$ cat src/logic/quad_defines.svh
// register offsets, field positions and reset values of the quadrature/capture block
// assumes word-per-register apb addressing (index times four)
`ifndef QUAD_DEFINES_SVH
`define QUAD_DEFINES_SVH
`define IDX_CAP_CTRL0      8'hA3
`define IDX_CAP_CTRL1      8'hA4
`define IDX_CAP2_LOW       8'hA6
`define IDX_CAP2_HIGH      8'hA7
`define IDX_QUAD_CTRL      8'hD4
`define IDX_IRQ_STATUS     8'hE0
`define IDX_IRQ_MASK       8'hE1
`define IDX_POS_LOW        8'hE2
`define IDX_POS_HIGH       8'hE3
`define RST_CAP_CTRL0      8'h00
`define RST_CAP_CTRL1      8'h00
`define RST_CAP2           8'h00
`define RST_QUAD_CTRL      8'h00
`define QC_ENABLE_BIT      0
`define QC_MODE_LSB        1
`define QC_DIR_BIT         3
`define QC_IDX_DIS_BIT     4
`define C1_FILT_LSB        3
`define C1_QEV_BIT         0
`define C1_DIRECTION_CHANGE_FLAG_BIT        1
`define C1_CPT2_BIT        2
`define FILTER_LEN         3
`define IRQ_BITS           3
`endif

$ cat src/logic/quad_pkg.sv
// types shared by the quadrature/capture block
// assumes quad_defines.svh is included by the user modules
package quad_pkg;
    typedef enum logic [1:0] {
        MODE_X4_FREE = 2'h0,
        MODE_X2_FREE = 2'h1,
        MODE_X4_CMP  = 2'h2,
        MODE_X2_CMP  = 2'h3
    } count_mode_t;
endpackage

$ cat src/logic/edge_filter.sv
// one input channel: two-flop synchroniser, optional 3-sample filter, edge pulses
// assumes the pin is asynchronous to pclk
`timescale 1ns/10ps
`include "quad_defines.svh"
module edge_filter (
    input  wire logic pclk,
    input  wire logic presetn,
    input  wire logic pin,
    input  wire logic filt_en,
    output logic      level,
    output logic      rise,
    output logic      fall
);
    logic                   s1_q, s2_q, lvl_q;
    logic [`FILTER_LEN-1:0] sh_q;
    logic                   lvl_d;
    logic [`FILTER_LEN-1:0] sh_d;

    always_comb begin
        sh_d  = {sh_q[`FILTER_LEN-2:0], s2_q};
        lvl_d = lvl_q;
        if (!filt_en) begin
            lvl_d = s2_q;
        end else if (&sh_q) begin
            lvl_d = 1'b1;
        end else if (~|sh_q) begin
            lvl_d = 1'b0;
        end
    end

    always_ff @(posedge pclk or negedge presetn) begin
        if (!presetn) begin
            s1_q  <= 1'b0;
            s2_q  <= 1'b0;
            sh_q  <= '0;
            lvl_q <= 1'b0;
        end else begin
            s1_q  <= pin;
            s2_q  <= s1_q;
            sh_q  <= sh_d;
            lvl_q <= lvl_d;
        end
    end

    assign level = lvl_q;
    assign rise  = lvl_d & ~lvl_q;
    assign fall  = ~lvl_d & lvl_q;
endmodule

$ cat src/logic/quad_capture.sv
// apb-attached quadrature decoder sharing a three-channel input capture unit
// assumes a single 25 MHz pclk and encoder pins asynchronous to it
//
// Design decision made here: register access over APB.
`timescale 1ns/10ps
`include "quad_defines.svh"
module quad_capture
    import quad_pkg::*;
(
    input  wire logic        pclk,
    input  wire logic        presetn,
    input  wire logic        psel,
    input  wire logic        penable,
    input  wire logic        pwrite,
    input  wire logic [11:0] paddr,
    input  wire logic [31:0] pwdata,
    output logic             pready,
    output logic [31:0]      prdata,
    output logic             pslverr,
    input  wire logic        phase_a_input,
    input  wire logic        phase_b_input,
    input  wire logic        capture_input_one,
    input  wire logic        capture_input_two,
    output logic             irq
);
    logic [7:0]  ctrl0_q, ctrl0_d;
    logic [7:0]  ctrl1_q, ctrl1_d;
    logic [7:0]  cap2l_q, cap2l_d;
    logic [7:0]  cap2h_q, cap2h_d;
    logic [7:0]  qctrl_q, qctrl_d;
    logic [7:0]  mask_q, mask_d;
    logic [15:0] pos_q, pos_d;
    logic [15:0] timer_q, timer_d;
    logic [7:0]  cap0l_q, cap0l_d, cap0h_q, cap0h_d;
    logic [7:0]  cap1l_q, cap1l_d, cap1h_q, cap1h_d;
    logic [31:0] prdata_q, prdata_d;
    logic        pready_q, pready_d;
    logic        pslverr_q, pslverr_d;
    logic        irq_q, irq_d;

    logic [2:0]  pins;
    logic [2:0]  lvl, rs, fl;
    logic        b_lvl, b_rs, b_fl;
    logic [2:0]  cap_hit;
    logic        acc, wr, rd;
    logic [9:0]  widx;
    logic        hit;
    count_mode_t mode;
    logic        qen, step, up, idx_ev;
    logic [7:0]  rdv;

    assign pins = {capture_input_two, capture_input_one, phase_a_input};

    genvar g;
    generate
        for (g = 0; g < 3; g++) begin : g_ch
            edge_filter u_f (
                .pclk    (pclk),
                .presetn (presetn),
                .pin     (pins[g]),
                .filt_en (ctrl1_q[`C1_FILT_LSB+g]),
                .level   (lvl[g]),
                .rise    (rs[g]),
                .fall    (fl[g])
            );
            // capture type per channel: 01 falling, 10 rising, 11 both, 00 off
            assign cap_hit[g] = (ctrl0_q[2*g+3] & rs[g]) | (ctrl0_q[2*g+2] & fl[g]);
        end
    endgenerate

    edge_filter u_fb (
        .pclk    (pclk),
        .presetn (presetn),
        .pin     (phase_b_input),
        .filt_en (ctrl1_q[`C1_FILT_LSB]),
        .level   (b_lvl),
        .rise    (b_rs),
        .fall    (b_fl)
    );

    assign acc  = psel & penable & ~pready_q;
    assign wr   = acc & pwrite;
    assign rd   = acc & ~pwrite;
    assign widx = paddr[11:2];
    assign qen  = qctrl_q[`QC_ENABLE_BIT];
    assign mode = count_mode_t'(qctrl_q[`QC_MODE_LSB+1:`QC_MODE_LSB]);

    always_comb begin
        step = 1'b0;
        up   = qctrl_q[`QC_DIR_BIT];
        if (mode == MODE_X2_FREE || mode == MODE_X2_CMP) begin
            // phase b only sets direction here; a alone clocks the count
            step = rs[0] | fl[0];
            up   = rs[0] ? ~b_lvl : (fl[0] ? b_lvl : qctrl_q[`QC_DIR_BIT]);
        end else begin
            step = rs[0] | fl[0] | b_rs | b_fl;
            if (rs[0] | fl[0]) begin
                up = rs[0] ? ~b_lvl : b_lvl;
            end else if (b_rs | b_fl) begin
                up = b_rs ? lvl[0] : ~lvl[0];
            end
        end
    end

    // index edges on capture input two, blockable only in decoder mode
    assign idx_ev = qen & ~qctrl_q[`QC_IDX_DIS_BIT] & cap_hit[2];

    always_comb begin
        hit = 1'b1;
        rdv = 8'h00;
        case (widx[7:0])
            `IDX_CAP_CTRL0:  rdv = ctrl0_q;
            `IDX_CAP_CTRL1:  rdv = ctrl1_q;
            `IDX_CAP2_LOW:   rdv = cap2l_q;
            `IDX_CAP2_HIGH:  rdv = cap2h_q;
            `IDX_QUAD_CTRL:  rdv = qctrl_q;
            `IDX_IRQ_STATUS: rdv = ctrl1_q & 8'h07;
            `IDX_IRQ_MASK:   rdv = mask_q;
            `IDX_POS_LOW:    rdv = pos_q[7:0];
            `IDX_POS_HIGH:   rdv = pos_q[15:8];
            default:         hit = 1'b0;
        endcase
        if (widx[9:8] != 2'h0) begin
            hit = 1'b0;
            rdv = 8'h00;
        end
    end

    always_comb begin
        ctrl0_d   = ctrl0_q;
        ctrl1_d   = ctrl1_q;
        cap2l_d   = cap2l_q;
        cap2h_d   = cap2h_q;
        qctrl_d   = qctrl_q;
        mask_d    = mask_q;
        pos_d     = pos_q;
        timer_d   = timer_q + 16'h0001;
        cap0l_d   = cap0l_q;
        cap0h_d   = cap0h_q;
        cap1l_d   = cap1l_q;
        cap1h_d   = cap1h_q;
        pready_d  = acc;
        pslverr_d = acc & ~hit;
        prdata_d  = rd ? {24'h000000, rdv} : 32'h00000000;
        if (wr && hit) begin
            case (widx[7:0])
                `IDX_CAP_CTRL0: ctrl0_d = pwdata[7:0];
                `IDX_CAP_CTRL1: begin
                    ctrl1_d[5:3] = pwdata[5:3];
                    ctrl1_d[2:0] = ctrl1_q[2:0] & ~pwdata[2:0];
                end
                `IDX_CAP2_LOW:   cap2l_d = pwdata[7:0];
                `IDX_CAP2_HIGH:  cap2h_d = pwdata[7:0];
                `IDX_QUAD_CTRL:  qctrl_d = pwdata[7:0] & 8'h1F;
                `IDX_IRQ_STATUS: ctrl1_d[2:0] = ctrl1_q[2:0] & ~pwdata[2:0];
                `IDX_IRQ_MASK:   mask_d = pwdata[7:0] & 8'h07;
                default: ;
            endcase
        end
        if (qen) begin
            // decoder mode: flags are set after any clear so set wins
            if (step) begin
                if (up != qctrl_q[`QC_DIR_BIT]) begin
                    ctrl1_d[`C1_DIRECTION_CHANGE_FLAG_BIT] = 1'b1;
                end
                qctrl_d[`QC_DIR_BIT] = up;
                if (mode == MODE_X4_FREE || mode == MODE_X2_FREE) begin
                    pos_d = up ? pos_q + 16'h0001 : pos_q - 16'h0001;
                end else if (up) begin
                    if (pos_q == {cap2h_q, cap2l_q}) begin
                        pos_d = 16'h0000;
                        ctrl1_d[`C1_QEV_BIT] = 1'b1;
                    end else begin
                        pos_d = pos_q + 16'h0001;
                    end
                end else if (pos_q == 16'h0000) begin
                    pos_d = {cap2h_q, cap2l_q};
                    ctrl1_d[`C1_QEV_BIT] = 1'b1;
                end else begin
                    pos_d = pos_q - 16'h0001;
                end
            end
            if (idx_ev) begin
                pos_d = 16'h0000;
                ctrl1_d[`C1_CPT2_BIT] = 1'b1;
            end
        end else begin
            // capture mode: latch free-running timer on selected edges
            if (cap_hit[0]) begin
                {cap0h_d, cap0l_d} = timer_q;
                ctrl1_d[`C1_QEV_BIT] = 1'b1;
            end
            if (cap_hit[1]) begin
                {cap1h_d, cap1l_d} = timer_q;
                ctrl1_d[`C1_DIRECTION_CHANGE_FLAG_BIT] = 1'b1;
            end
            if (cap_hit[2]) begin
                {cap2h_d, cap2l_d} = timer_q;
                ctrl1_d[`C1_CPT2_BIT] = 1'b1;
            end
            // load select: a selected capture channel clears the timer
            if ((ctrl0_q[1:0] == 2'h1 && cap_hit[0]) || (ctrl0_q[1:0] == 2'h2 && cap_hit[1]) ||
                (ctrl0_q[1:0] == 2'h3 && cap_hit[2])) begin
                timer_d = 16'h0000;
            end
        end
        irq_d = |(ctrl1_d[2:0] & mask_d[2:0]);
    end

    always_ff @(posedge pclk or negedge presetn) begin
        if (!presetn) begin
            ctrl0_q   <= `RST_CAP_CTRL0;
            ctrl1_q   <= `RST_CAP_CTRL1;
            cap2l_q   <= `RST_CAP2;
            cap2h_q   <= `RST_CAP2;
            qctrl_q   <= `RST_QUAD_CTRL;
            mask_q    <= 8'h00;
            pos_q     <= 16'h0000;
            timer_q   <= 16'h0000;
            cap0l_q   <= 8'h00;
            cap0h_q   <= 8'h00;
            cap1l_q   <= 8'h00;
            cap1h_q   <= 8'h00;
            prdata_q  <= 32'h00000000;
            pready_q  <= 1'b0;
            pslverr_q <= 1'b0;
            irq_q     <= 1'b0;
        end else begin
            ctrl0_q   <= ctrl0_d;
            ctrl1_q   <= ctrl1_d;
            cap2l_q   <= cap2l_d;
            cap2h_q   <= cap2h_d;
            qctrl_q   <= qctrl_d;
            mask_q    <= mask_d;
            pos_q     <= pos_d;
            timer_q   <= timer_d;
            cap0l_q   <= cap0l_d;
            cap0h_q   <= cap0h_d;
            cap1l_q   <= cap1l_d;
            cap1h_q   <= cap1h_d;
            prdata_q  <= prdata_d;
            pready_q  <= pready_d;
            pslverr_q <= pslverr_d;
            irq_q     <= irq_d;
        end
    end

    assign pready  = pready_q;
    assign prdata  = prdata_q;
    assign pslverr = pslverr_q;
    assign irq     = irq_q;
endmodule

$ cat config.mk
export PLATFORM = sky130hd
export DESIGN_NAME = quad_capture
export DESIGN_NICKNAME = d
export VERILOG_FILES = /design/src/logic/quad_pkg.sv /design/src/logic/edge_filter.sv /design/src/logic/quad_capture.sv
export VERILOG_INCLUDE_DIRS = /design/src /design/src/logic
export SDC_FILE = /design/constraint.sdc
export NUM_CORES = 1
export LEC_CHECK = 0
export BUFFER_PORTS_ARGS = -buffer_cell sky130_fd_sc_hd__buf_2
export CORE_ASPECT_RATIO = 2
export CORE_UTILIZATION = 30
export DETAILED_ROUTE_END_ITERATION = 12
export HOLD_SLACK_MARGIN = 0.05
export PLACE_DENSITY_LB_ADDON = 0.12
export SLEW_MARGIN = 20
export SYNTH_ARGS = -nofsm -noshare
export SYNTH_HDL_FRONTEND = slang
export SYNTH_SLANG_ARGS = --single-unit
$ cat constraint.sdc
create_clock -name pclk -period 5 [get_ports pclk]
set_input_delay 0.75 -clock pclk [delete_from_list [all_inputs] [get_ports pclk]]
set_output_delay 0.75 -clock pclk [all_outputs]
set_load 0.1 [all_outputs]
* Word-level counts from Yosys, hierarchy flattened
Index checks and enable logic that the tools add are counted.
Word-level totals: input bits 53, output and inout bits 35, flip-flop bits (word level) 105
Cells by class: equality and inequality tests 16, reduce and logical (&&, ||, !) cells 27, multiplexer cells 61, add/subtract/negate cells 3, bitwise gates (word level) 43
Operators by type and width (number):
- 2-to-1 mux 16 bit | 9
- 2-to-1 mux 8 bit | 10
- equality test 8 bit, second input constant | 9
- one-hot mux 8 bit (9 select lines) | 1
- 2-to-1 mux 1 bit | 33
- adder 16 x 1 -> 16 bit, second input constant | 2
- AND 1 bit | 21
- equality test 16 bit | 1
- zero test 16 bit | 1
- subtractor 16 x 1 -> 16 bit, second input constant | 1
- 2-to-1 mux 3 bit | 5
- OR reduction 3 bit | 5
- NOT 1 bit | 12
- AND reduction 3 bit | 4
- OR reduction 9 bit | 1
- 2-to-1 mux 4 bit | 2
- AND reduction 2 bit | 4
- OR 1 bit | 7
- AND 3 bit | 2
- equality test 2 bit, second input constant | 3
- equality test 2 x 1 -> 1 bit, second input constant | 2
- logical AND 1 bit | 4
- logical OR 1 bit | 4
- nonzero test 2 bit | 2
- other kinds (5) | 5

* Logic depth before layout (Yosys ltp)
Gate-level depths: netlist of the first run.
depth in word-level cells 16, gate-level depth with buffers 14, gate-level depth less buffers 12

* Cells and area by module
A second synthesis of the first run with hierarchy kept.
Unflattened totals: cells, all modules 676, area total of the unflattened synthesis 6237.2 sq um
Modules (own cells, without submodules):
- quad_capture | instances 1, area each 5386.4 sq um, seq. area each 2026.9 sq um, cells each 608
- edge_filter | instances 4, area each 212.7 sq um, seq. area each 150.1 sq um, cells each 17

* Worst setup path before layout of the first run
Ideal clock, no wire load.
path kind in2reg, start input port paddr[5], end register irq_q (netlist: irq), data required time 4.876 ns, arrival time 2.490 ns, path slack 2.386 ns, cell stages on the path 7, setup time 0.124 ns, cells stage by stage nand4bb_4 > nor3b_2 > and4b_1 > mux2_4 > and4_1 > a21o_1 > a211o_1
Between the ends: elaborated cells between the ends (all ways) 31, those cells by class eq/ne (9); mux (17); bitwise (1); reduce/logical (4)
RTL lines:
- from (decl) | line quad_capture.sv:15 | input wire logic [11:0] paddr,
- equality test 8 bit, on equally long branches | line quad_capture.sv:111, quad_capture.sv:146
- OR reduction 9 bit (no source line)
- 2-to-1 mux 1 bit | line quad_capture.sv:111 | case (widx[7:0])
- 2-to-1 mux 1 bit | line quad_capture.sv:123 | if (widx[9:8] != 2'h0) begin
- logical AND 1 bit | line quad_capture.sv:145 | if (wr && hit) begin
- 2-to-1 mux 3 bit * | line quad_capture.sv:145
- net mask_d[0] | line quad_capture.sv:31 | logic [7:0] mask_q, mask_d;
- AND 3 bit * | line quad_capture.sv:207 | irq_d = |(ctrl1_d[2:0] & mask_d[2:0]);
- OR reduction 3 bit * | line quad_capture.sv:207
- net irq_d | line quad_capture.sv:39 | logic irq_q, irq_d;
- to (signal assigned) | line quad_capture.sv:244 | irq_q <= irq_d;
- to (decl) | line quad_capture.sv:39
Mark *: on every way through the listed nets, which the timed path passes. The rest lies on a longest branch. A chain may end at the register's enable or synchronous reset.

* Worst setup path after layout of the first run
start register ctrl1_q[3], end register pos_q[14]
Between the ends: elaborated cells between the ends (all ways) 27, those cells by class mux (15); bitwise (10); reduce/logical (2)
RTL lines:
- from (decl) | line quad_capture.sv:27 | logic [7:0] ctrl1_q, ctrl1_d;
- from (signal assigned) | line quad_capture.sv:213 | ctrl1_q <= `RST_CAP_CTRL1;
- from (signal assigned) | line quad_capture.sv:230 | ctrl1_q <= ctrl1_d;
- 2-to-1 mux 1 bit * | line edge_filter.sv:22 | if (!filt_en) begin
- net g_ch[0].u_f.lvl_d | line edge_filter.sv:16 | logic lvl_d;
- NOT 1 bit | line edge_filter.sv:47 | assign fall = ~lvl_d & lvl_q;
- AND 1 bit | line edge_filter.sv:47
- OR 1 bit / 2-to-1 mux 1 bit (equally long branches)
- 2-to-1 mux 1 bit, on equally long branches | line quad_capture.sv:97, quad_capture.sv:94
- 2-to-1 mux 1 bit | line quad_capture.sv:91 | if (mode == MODE_X2_FREE || mode == MODE_X2_CMP) begin
- 2-to-1 mux 16 bit, on equally long branches | line quad_capture.sv:169, quad_capture.sv:168
- 2-to-1 mux 16 bit | line quad_capture.sv:167 | if (mode == MODE_X4_FREE || mode == MODE_X2_FREE) begin
- 2-to-1 mux 16 bit | line quad_capture.sv:162 | if (step) begin
- 2-to-1 mux 16 bit | line quad_capture.sv:183 | if (idx_ev) begin
- to (signal assigned) | line quad_capture.sv:235 | pos_q <= pos_d;
- to (decl) | line quad_capture.sv:32 | logic [15:0] pos_q, pos_d;
Mark *: on every way through the listed nets, which the timed path passes. The rest lies on a longest branch. The select of a mux whose other input is x is not followed.

==> summary.txt, run 1 <==
Status -> finished, final reports clean
Io pins -> 88
Share of layout cells above drive strength 1 -> 18.0%
Clock skew -> 0.0120 ns
Critical path class -> register to register
Num Clock Sinks -> 105
Synth Cell Area -> 6260 um^2
Hold WC Path Type -> input pin to async pin
Total Wirelength -> 18.7 mm
Post-DRT Antenna Nets -> 0
# hold bufs at CTS -> 0
First-pass GRT wire length -> 29.1 mm
DP Cell Count -> 923
Die width -> 104 um
Clock Path Buffers -> 2
Synthesized instance count -> 651
Initial drt markers -> 199
Design area -> 6900 um^2
Placement Cell Area -> 6560 um^2
Unique masters post-synth -> 74
Final GP Congestion -> 0.879
Critical path startpoint category -> register
Post-CTS Resized -> 0
Remaining Overflow, GRT -> 0
Max-cap violations -> 0
Area of the multi-input gates -> 3280 um^2
Final Slew Violations -> 0
Vias per inst -> 5.23
Period minus WS final -> 3.58 ns
CTS clk-pin slew, worst paths -> 0.08 ns
Synth warn -> 0
Post-route clock period utilization -> 71.5%
FF-to-FF path depth -> 8
Leak pwr -> 2.88 nW
Nets -> 730
Least-Margin Pin Slew -> 0.779 ns
Vias in the first global route -> 5075
Arrival time at the worst endpoint -> 3.87 ns
FF/Latch Area -> 2630 um^2
Final setup viols -> 0
Inserted Clock Buffers -> 9
Critical Path End Type -> register
Relative slew slack -> 47.9%
Die area -> 21500 um^2
Final non-filler cell total -> 940
Clock Latency Late Sink -> 0.37 ns
Sequential share of the synthesized area -> 41.9%
Unrepaired setup endpoints after global routing -> false
Avg Cell Area, Syn -> 9.62 um^2
Fill cells -> 2092
Number of core rows -> 74
Diode count -> 0
Setup crit start -> ctrl1_q[3]
Post-synth EDFFs -> 0
Post-CTS setup buffer count -> 0
Starting Density -> 30.6%
Core area -> 20500 um^2
Max rail drop VDD -> 129 uV
Area Growth Syn to Fin -> 10.1%
H-tree depth -> 3
CTS root buf -> clkbuf_16
CTS tree -> built
Pwr Total -> 2.00 mW
Drc violations -> 0
Dominant synthesized flop cell -> dfrtp_1
Initial antenna violation count -> 0
WL/cell -> 19.9 um
Pin count of the biggest net entering global routing -> 74
Port Buf Inserts -> 37
Final hold vios -> 0
Worst-path fanout max -> 24
Drt first pass iters -> 5
Die height -> 206 um
Total track usage -> 18.3%
Pwr dens -> 290 nW/um^2
Asr flop ratio synth -> 100%
Worst EP required -> 5.30 ns
Via count -> 4919
RR Startpoint -> ctrl1_q[3]
Max Freq -> 0.280 GHz
Sum of negative setup slack -> 0 ns
Synth Register Bits -> 105
Hpwl dp -> 14.5 mm
layout by cell type, fill, tap and decap left out, types with 3 or more instances in the layout:
cell | Yosys | routed
nand4_1 | 6 | 6
nor2_1 | 51 | 50
a22o_1 | 3 | 3
o21a_1 | 3 | 3
o21ai_1 | 13 | 13
mux2_2 | 29 | 29
xor2_1 | 29 | 29
ha_1 | 8 | 8
a31oi_1 | 13 | 13
xnor2_1 | 11 | 11
nand2_1 | 66 | 66
and3_1 | 9 | 9
inv_1 | 21 | 21
mux2i_1 | 23 | 23
nand3b_1 | 3 | 3
buf_2 | 17 | 36
clkbuf_16 | 0 | 9
a32o_1 | 3 | 3
nor3_2 | 5 | 4
a22oi_1 | 13 | 13
nor2b_1 | 3 | 3
a21oi_1 | 19 | 18
o21ai_0 | 35 | 35
o22ai_1 | 5 | 5
buf_4 | 26 | 8
nand2b_1 | 4 | 4
conb_1 | 1 | 24
o211ai_1 | 4 | 4
and2_1 | 8 | 8
nor3_1 | 9 | 9
dfrtp_1 | 105 | 105
nor4_1 | 4 | 4
nand3_1 | 24 | 24
sequential cells by signal (all words and copies together), names as in the netlist:
name,cells
pslverr,1
u_fb.sh_q,3
prdata,8
u_fb.s2_q,1
pos_q,16
u_fb.level,1
pready,1
u_fb.s1_q,1
g_ch.u_f.level,3
g_ch.u_f.sh_q,9
timer_q,16
irq,1
qctrl_q,5
ctrl1_q,6
cap2l_q,8
g_ch.u_f.s2_q,3
ctrl0_q,8
mask_q,3
g_ch.u_f.s1_q,3
cap2h_q,8
synth_stat cells (all sizes together) (3+ instances only):
master	count	area share, %
dfrtp	105	42
nand2	68	4.2
nor2	53	3.4
o21ai	48	3.8
buf	47	5.1
mux2	30	5.5
xor2	29	4.1
nand3	25	2.2
mux2i	23	3.7
inv	21	1.3
a21oi	19	1.5
clkbuf	14	0.86
nor3	14	1.5
a22oi	13	1.6
a31oi	13	1.3
and3	11	1.3
xnor2	11	1.5
and2	8	0.80
ha	8	1.6
nor4	8	1.5
nand4	6	0.60
a211oi	5	0.96
o22ai	5	0.50
a221oi	4	0.76
a32o	4	0.66
nand2b	4	0.40
o211ai	4	0.48
a22o	3	0.42
nand3b	3	0.36
nor2b	3	0.30
nor3b	3	0.44
o21a	3	0.36
or3	3	0.38
cell type report:
cell class	count	area share, %
clock buffer	9	3.27
timing repair buffer	45	3.88
sequential	105	38.1
multi-input combinational	487	47.6
clock inverter	7	1.14
tap	266	4.83
inverter	21	1.14
layer usage:
layer | part of all wire, % | global-route usage (%) | routed length, um
met3 | 2.3 | 2.68 | 425
met5 | 0 | 0 | 0
met1 | 34 | 17.2 | 6440
met2 | 57 | 35.5 | 10600
met4 | 6.7 | 13.6 | 1250
power breakdown:
group	total, mW	internal (mW)	leakage, nW	switching (mW)
combinational	0.354	0.0968	1.43	0.257
clock	0.751	0.395	0.149	0.356
sequential	0.892	0.866	1.30	0.0266
logic make-up (layout without fill, tap and decap cells):
group	count (synthesis)	count (layout)	share of synthesized area, %
other	1	24	0.0599
adder cells (fa/ha/maj)	8	8	1.60
AO/OA/AOI/OAI	141	141	15.2
XOR/XNOR	40	40	5.59
buffers and inverters	82	82	7.19
flip-flops	105	105	41.9
multiplexers	53	53	9.13
AND/OR/NAND/NOR	221	221	19.3
metrics by stage:
stage               util [%]  worst slack (ns)  hold WS, ns
floorplan                  -              2.39        0.331
global placement        32.0              1.52        0.333
detailed placement      32.1              1.47        0.336
CTS                     33.6              1.43        0.353
global route            33.7              1.20        0.304
finish                  33.7              1.42        0.284
worst max-delay path, cell delays in order, from the launching register on:
cell and delay, ns:
dfrtp_1 0.52, mux2_2 0.41, ha_1 0.35, o21bai_1 0.17
a22oi_1 0.19, a32o_2 0.64, o21ai_0 0.45, or4_1 0.58
a31oi_1 0.18
worst paths after layout:
check / to / slack, ns
worst min register to register: g_ch[1].u_f.s2_q / 0.35
min in group pclk: g_ch[1].u_f.s2_q / 0.35
worst max register to register: pos_q[14] / 1.42
max in group asynchronous: cap2h_q[2] / 3.64
worst min-delay path: irq / 0.28
worst max-delay path: pos_q[14] / 1.42
Power figures use the tool's default switching activity.
==> run 2: changes to the inputs <==
Settings changed: ABC_AREA from default to 1.
Clock period 5 ns to 3.4 ns, I/O delays scaled along.
==> run 2 against run 1 <==
Compared with the run above:
- synthesized area increased by 9.1%
- setup slack got worse by 0.61 ns
- critical endpoint is now pos_q[3]
- via count increased by 25%
==> summary.txt, run 2 <==
Status -> finished, final reports clean
CTS root buf -> clkbuf_16
Asr flop ratio synth -> 100% (unchanged)
Pin count of the biggest net entering global routing -> 60 (-19%)
Drt first pass iters -> 5 (unchanged)
Starting Density -> 30.7% (+0.11 points)
Critical path startpoint category -> register
Most frequent cell after synthesis -> nand2_1
Drc violations -> 0 (unchanged)
Core area -> 22300 um^2 (+8.8%)
Sequential share of the synthesized area -> 38.4% (-3.5 points)
Num Clock Sinks -> 105 (unchanged)
GRT met1 Usage -> 21.2% (+4.0 points)
Placement Cell Area -> 7170 um^2 (+9.3%)
Dominant synthesized flop cell -> dfrtp_1
Max Freq -> 0.387 GHz (+38%)
Reg-to-reg slack, setup -> 0.81 ns (-0.61 ns)
Worst EP required -> 3.67 ns (-1.63 ns)
Sum of negative setup slack -> 0 ns (unchanged)
Hold_ws -> 0.216 ns (-0.0674 ns)
GRT busiest layer -> met2
Met3 Use GR -> 2.39% (-0.29 points)
Arrival time at the worst endpoint -> 2.85 ns (-1.02 ns)
Clock skew -> 0.0141 ns (+0.00216 ns)
Synth cell count leaders -> nand2_1, dfrtp_1, inv_1, nor2_1, nand3_1
Final setup viols -> 0 (unchanged)
Port Buf Inserts -> 37 (unchanged)
CTS clk-pin slew, worst paths -> 0.08 ns (about the same)
Post-route clock period utilization -> 76.1% (+4.6 points)
Total track usage -> 21.7% (+3.4 points)
Period minus WS final -> 2.59 ns (-0.989 ns)
Number of core rows -> 77 (+4.1%)
Unrepaired setup endpoints after global routing -> false
Worst-path fanout max -> 13 (-46%)
Design area -> 7490 um^2 (+8.6%)
Hpwl dp -> 18.6 mm (+28%)
Vias per inst -> 4.88 (-6.7%)
Final Slew Violations -> 0 (unchanged)
Nets -> 1043 (+43%)
Post-DRT Antenna Nets -> 0 (unchanged)
Leak pwr -> 3.83 nW (+33%)
Setup crit start -> g_ch[0].u_f.sh_q[1]
Least-Margin Pin Slew -> 0.879 ns (+0.101 ns)
DP Cell Count -> 1247 (+35%)
Post-synth EDFFs -> 0 (unchanged)
Relative slew slack -> 40.9% (-7.0 points)
Synth warn -> 0 (unchanged)
Synth area leaders -> dfrtp_1, nand2_1, nand3_1
Max rail drop VDD -> 222 uV (+73%)
Die width -> 109 um (+4.4%)
Initial antenna violation count -> 0 (unchanged)
Avg Cell Area, Syn -> 7.14 um^2 (-26%)
Critical Path End Type -> register
Hold WC Path Type -> input pin to async pin
Clock Latency Late Sink -> 0.38 ns (about the same)
Clock Path Buffers -> 2 (unchanged)
Layout Utilization -> 33.6% (-0.050 points)
Final non-filler cell total -> 1263 (+34%)
# hold bufs at CTS -> 0 (unchanged)
Critical path class -> register to register
Max-cap violations -> 0 (unchanged)
Inserted Clock Buffers -> 9 (unchanged)
Met2 Resource Use GR -> 39.7% (+4.2 points)
R2r endpoint -> pos_q[3]
First-pass GRT wire length -> 36.7 mm (+26%)
H-tree depth -> 3 (unchanged)
Top-area cell type share of the netlist area -> 38.4% (-3.5 points)
Synth Cell Area -> 6840 um^2 (+9.1%)
Share of layout cells above drive strength 1 -> 11.0% (-6.9 points)
Remaining Overflow, GRT -> 0 (unchanged)
Die area -> 23400 um^2 (+9.0%)
CTS tree -> built
Area Growth Syn to Fin -> 9.54%
Final hold vios -> 0 (unchanged)
Initial drt markers -> 307 (+54%)
Die height -> 215 um (+4.4%)
Diode count -> 0 (unchanged)
Post-CTS Resized -> 0 (unchanged)
Post-CTS setup buffer count -> 0 (unchanged)
Commonest non-fill, non-tap cell in the layout -> nand2_1
Vias in the first global route -> 6228 (+23%)
FF-to-FF path depth -> 15 (+7)
Most frequent cells in the layout -> nand2_1, dfrtp_1, inv_1
Unique masters post-synth -> 44 (-41%)
Final GP Congestion -> 0.938 (+6.7%)
RR Startpoint -> g_ch[0].u_f.sh_q[1]
WL/cell -> 18.7 um (-6.2%)
Io pins -> 88 (unchanged)
End point of the critical path -> pos_q[3]
Via count -> 6168 (+25%)
Top cell type by total area after synthesis -> dfrtp_1
Synth Register Bits -> 105 (unchanged)
Pwr dens -> 422 nW/um^2 (+46%)
Total Wirelength -> 23.6 mm (+26%)
Largest regs -> pos_q (16), timer_q (16), g_ch.u_f.sh_q (9)
Synthesized instance count -> 957 (+47%)
run 2: cell types whose count changed after synthesis, sizes merged, moves of 8 or more:
cell,delta
nand3,+74
and3,-11
and2,-8
nor2,+57
mux2,-30
xnor2,-8
mux2i,-23
nand4,+10
a22oi,-11
a31oi,-9
inv,+90
o22ai,+9
o21ai,+35
nand2,+193
run 2: metrics by stage:
stage / setup WS (ns) / power, mW
after global placement: 0.816 / 2.04
final: 0.813 / 3.16
after floorplan: 1.26 / 1.86
after CTS: 0.803 / 3.20
after global routing: 0.493 / 3.32
after detailed placement: 0.805 / 2.04
run 2: worst min-delay path by stage:
stage	from	end	slack (ns)	cells after the start
2_1_floorplan	presetn	cap2h_q[0]	0.21	0
3_3_place_gp	u_fb.s1_q	u_fb.s2_q	0.33	0
3_5_place_dp	g_ch[0].u_f.s1_q	g_ch[0].u_f.s2_q	0.34	0
4_1_cts	capture_input_one	g_ch[1].u_f.s1_q	0.22	1
5_1_grt	phase_b_input	u_fb.s1_q	0.22	1
6_report	presetn	g_ch[1].u_f.s2_q	0.22	1
run 2: worst max-delay path, cell delays in order, from the launching register on:
cell	delay, ns
dfrtp_1	0.40
nor3_1	0.19
o211ai_1	0.09
o21ai_0	0.12
inv_1	0.11
ha_1	0.34
inv_1	0.07
a21oi_1	0.14
nand2_1	0.10
nand2_1	0.21
buf_4	0.28
o21ai_0	0.12
o21ai_0	0.08
nor2_1	0.06
o21ai_1	0.10
nand2_1	0.06
run 2: cells by family (layout without fill, tap and decap cells):
| family | count (synthesis) | after routing | synth area share (%) |
|---|---|---|---|
| adders and majority gates | 8 | 8 | 1.46 |
| other | 1 | 24 | 0.0549 |
| AOI/OAI and AO/OA | 135 | 135 | 11.1 |
| buffers and inverters | 168 | 175 | 11.5 |
| xor gates and xnor gates | 35 | 35 | 4.48 |
| and+or+nand+nor | 505 | 505 | 32.9 |
| DFF | 105 | 105 | 38.4 |
run 2: final cells by class:
cell class | instances | area [um^2]
clock buffers | 10 | 229
clock inverters | 6 | 83.8
fillers | 2408 | 14800
inverters | 113 | 424
multi-input cells | 707 | 3510
flip-flops and latches | 105 | 2630
well taps | 276 | 345
repair buffers | 46 | 268
run 2: where the power goes:
| part | switching, mW | leakage [nW] | internal, mW |
|---|---|---|---|
| clock | 0.555 | 0.152 | 0.591 |
| combinational | 0.493 | 2.34 | 0.164 |
| sequential | 0.0526 | 1.33 | 1.30 |
run 2: per-layer routing:
layer,wire (um),vias up
met4,2060,0
met5,0,-
met1,8230,2867
met2,12800,147
met3,552,65
li1,-,3089
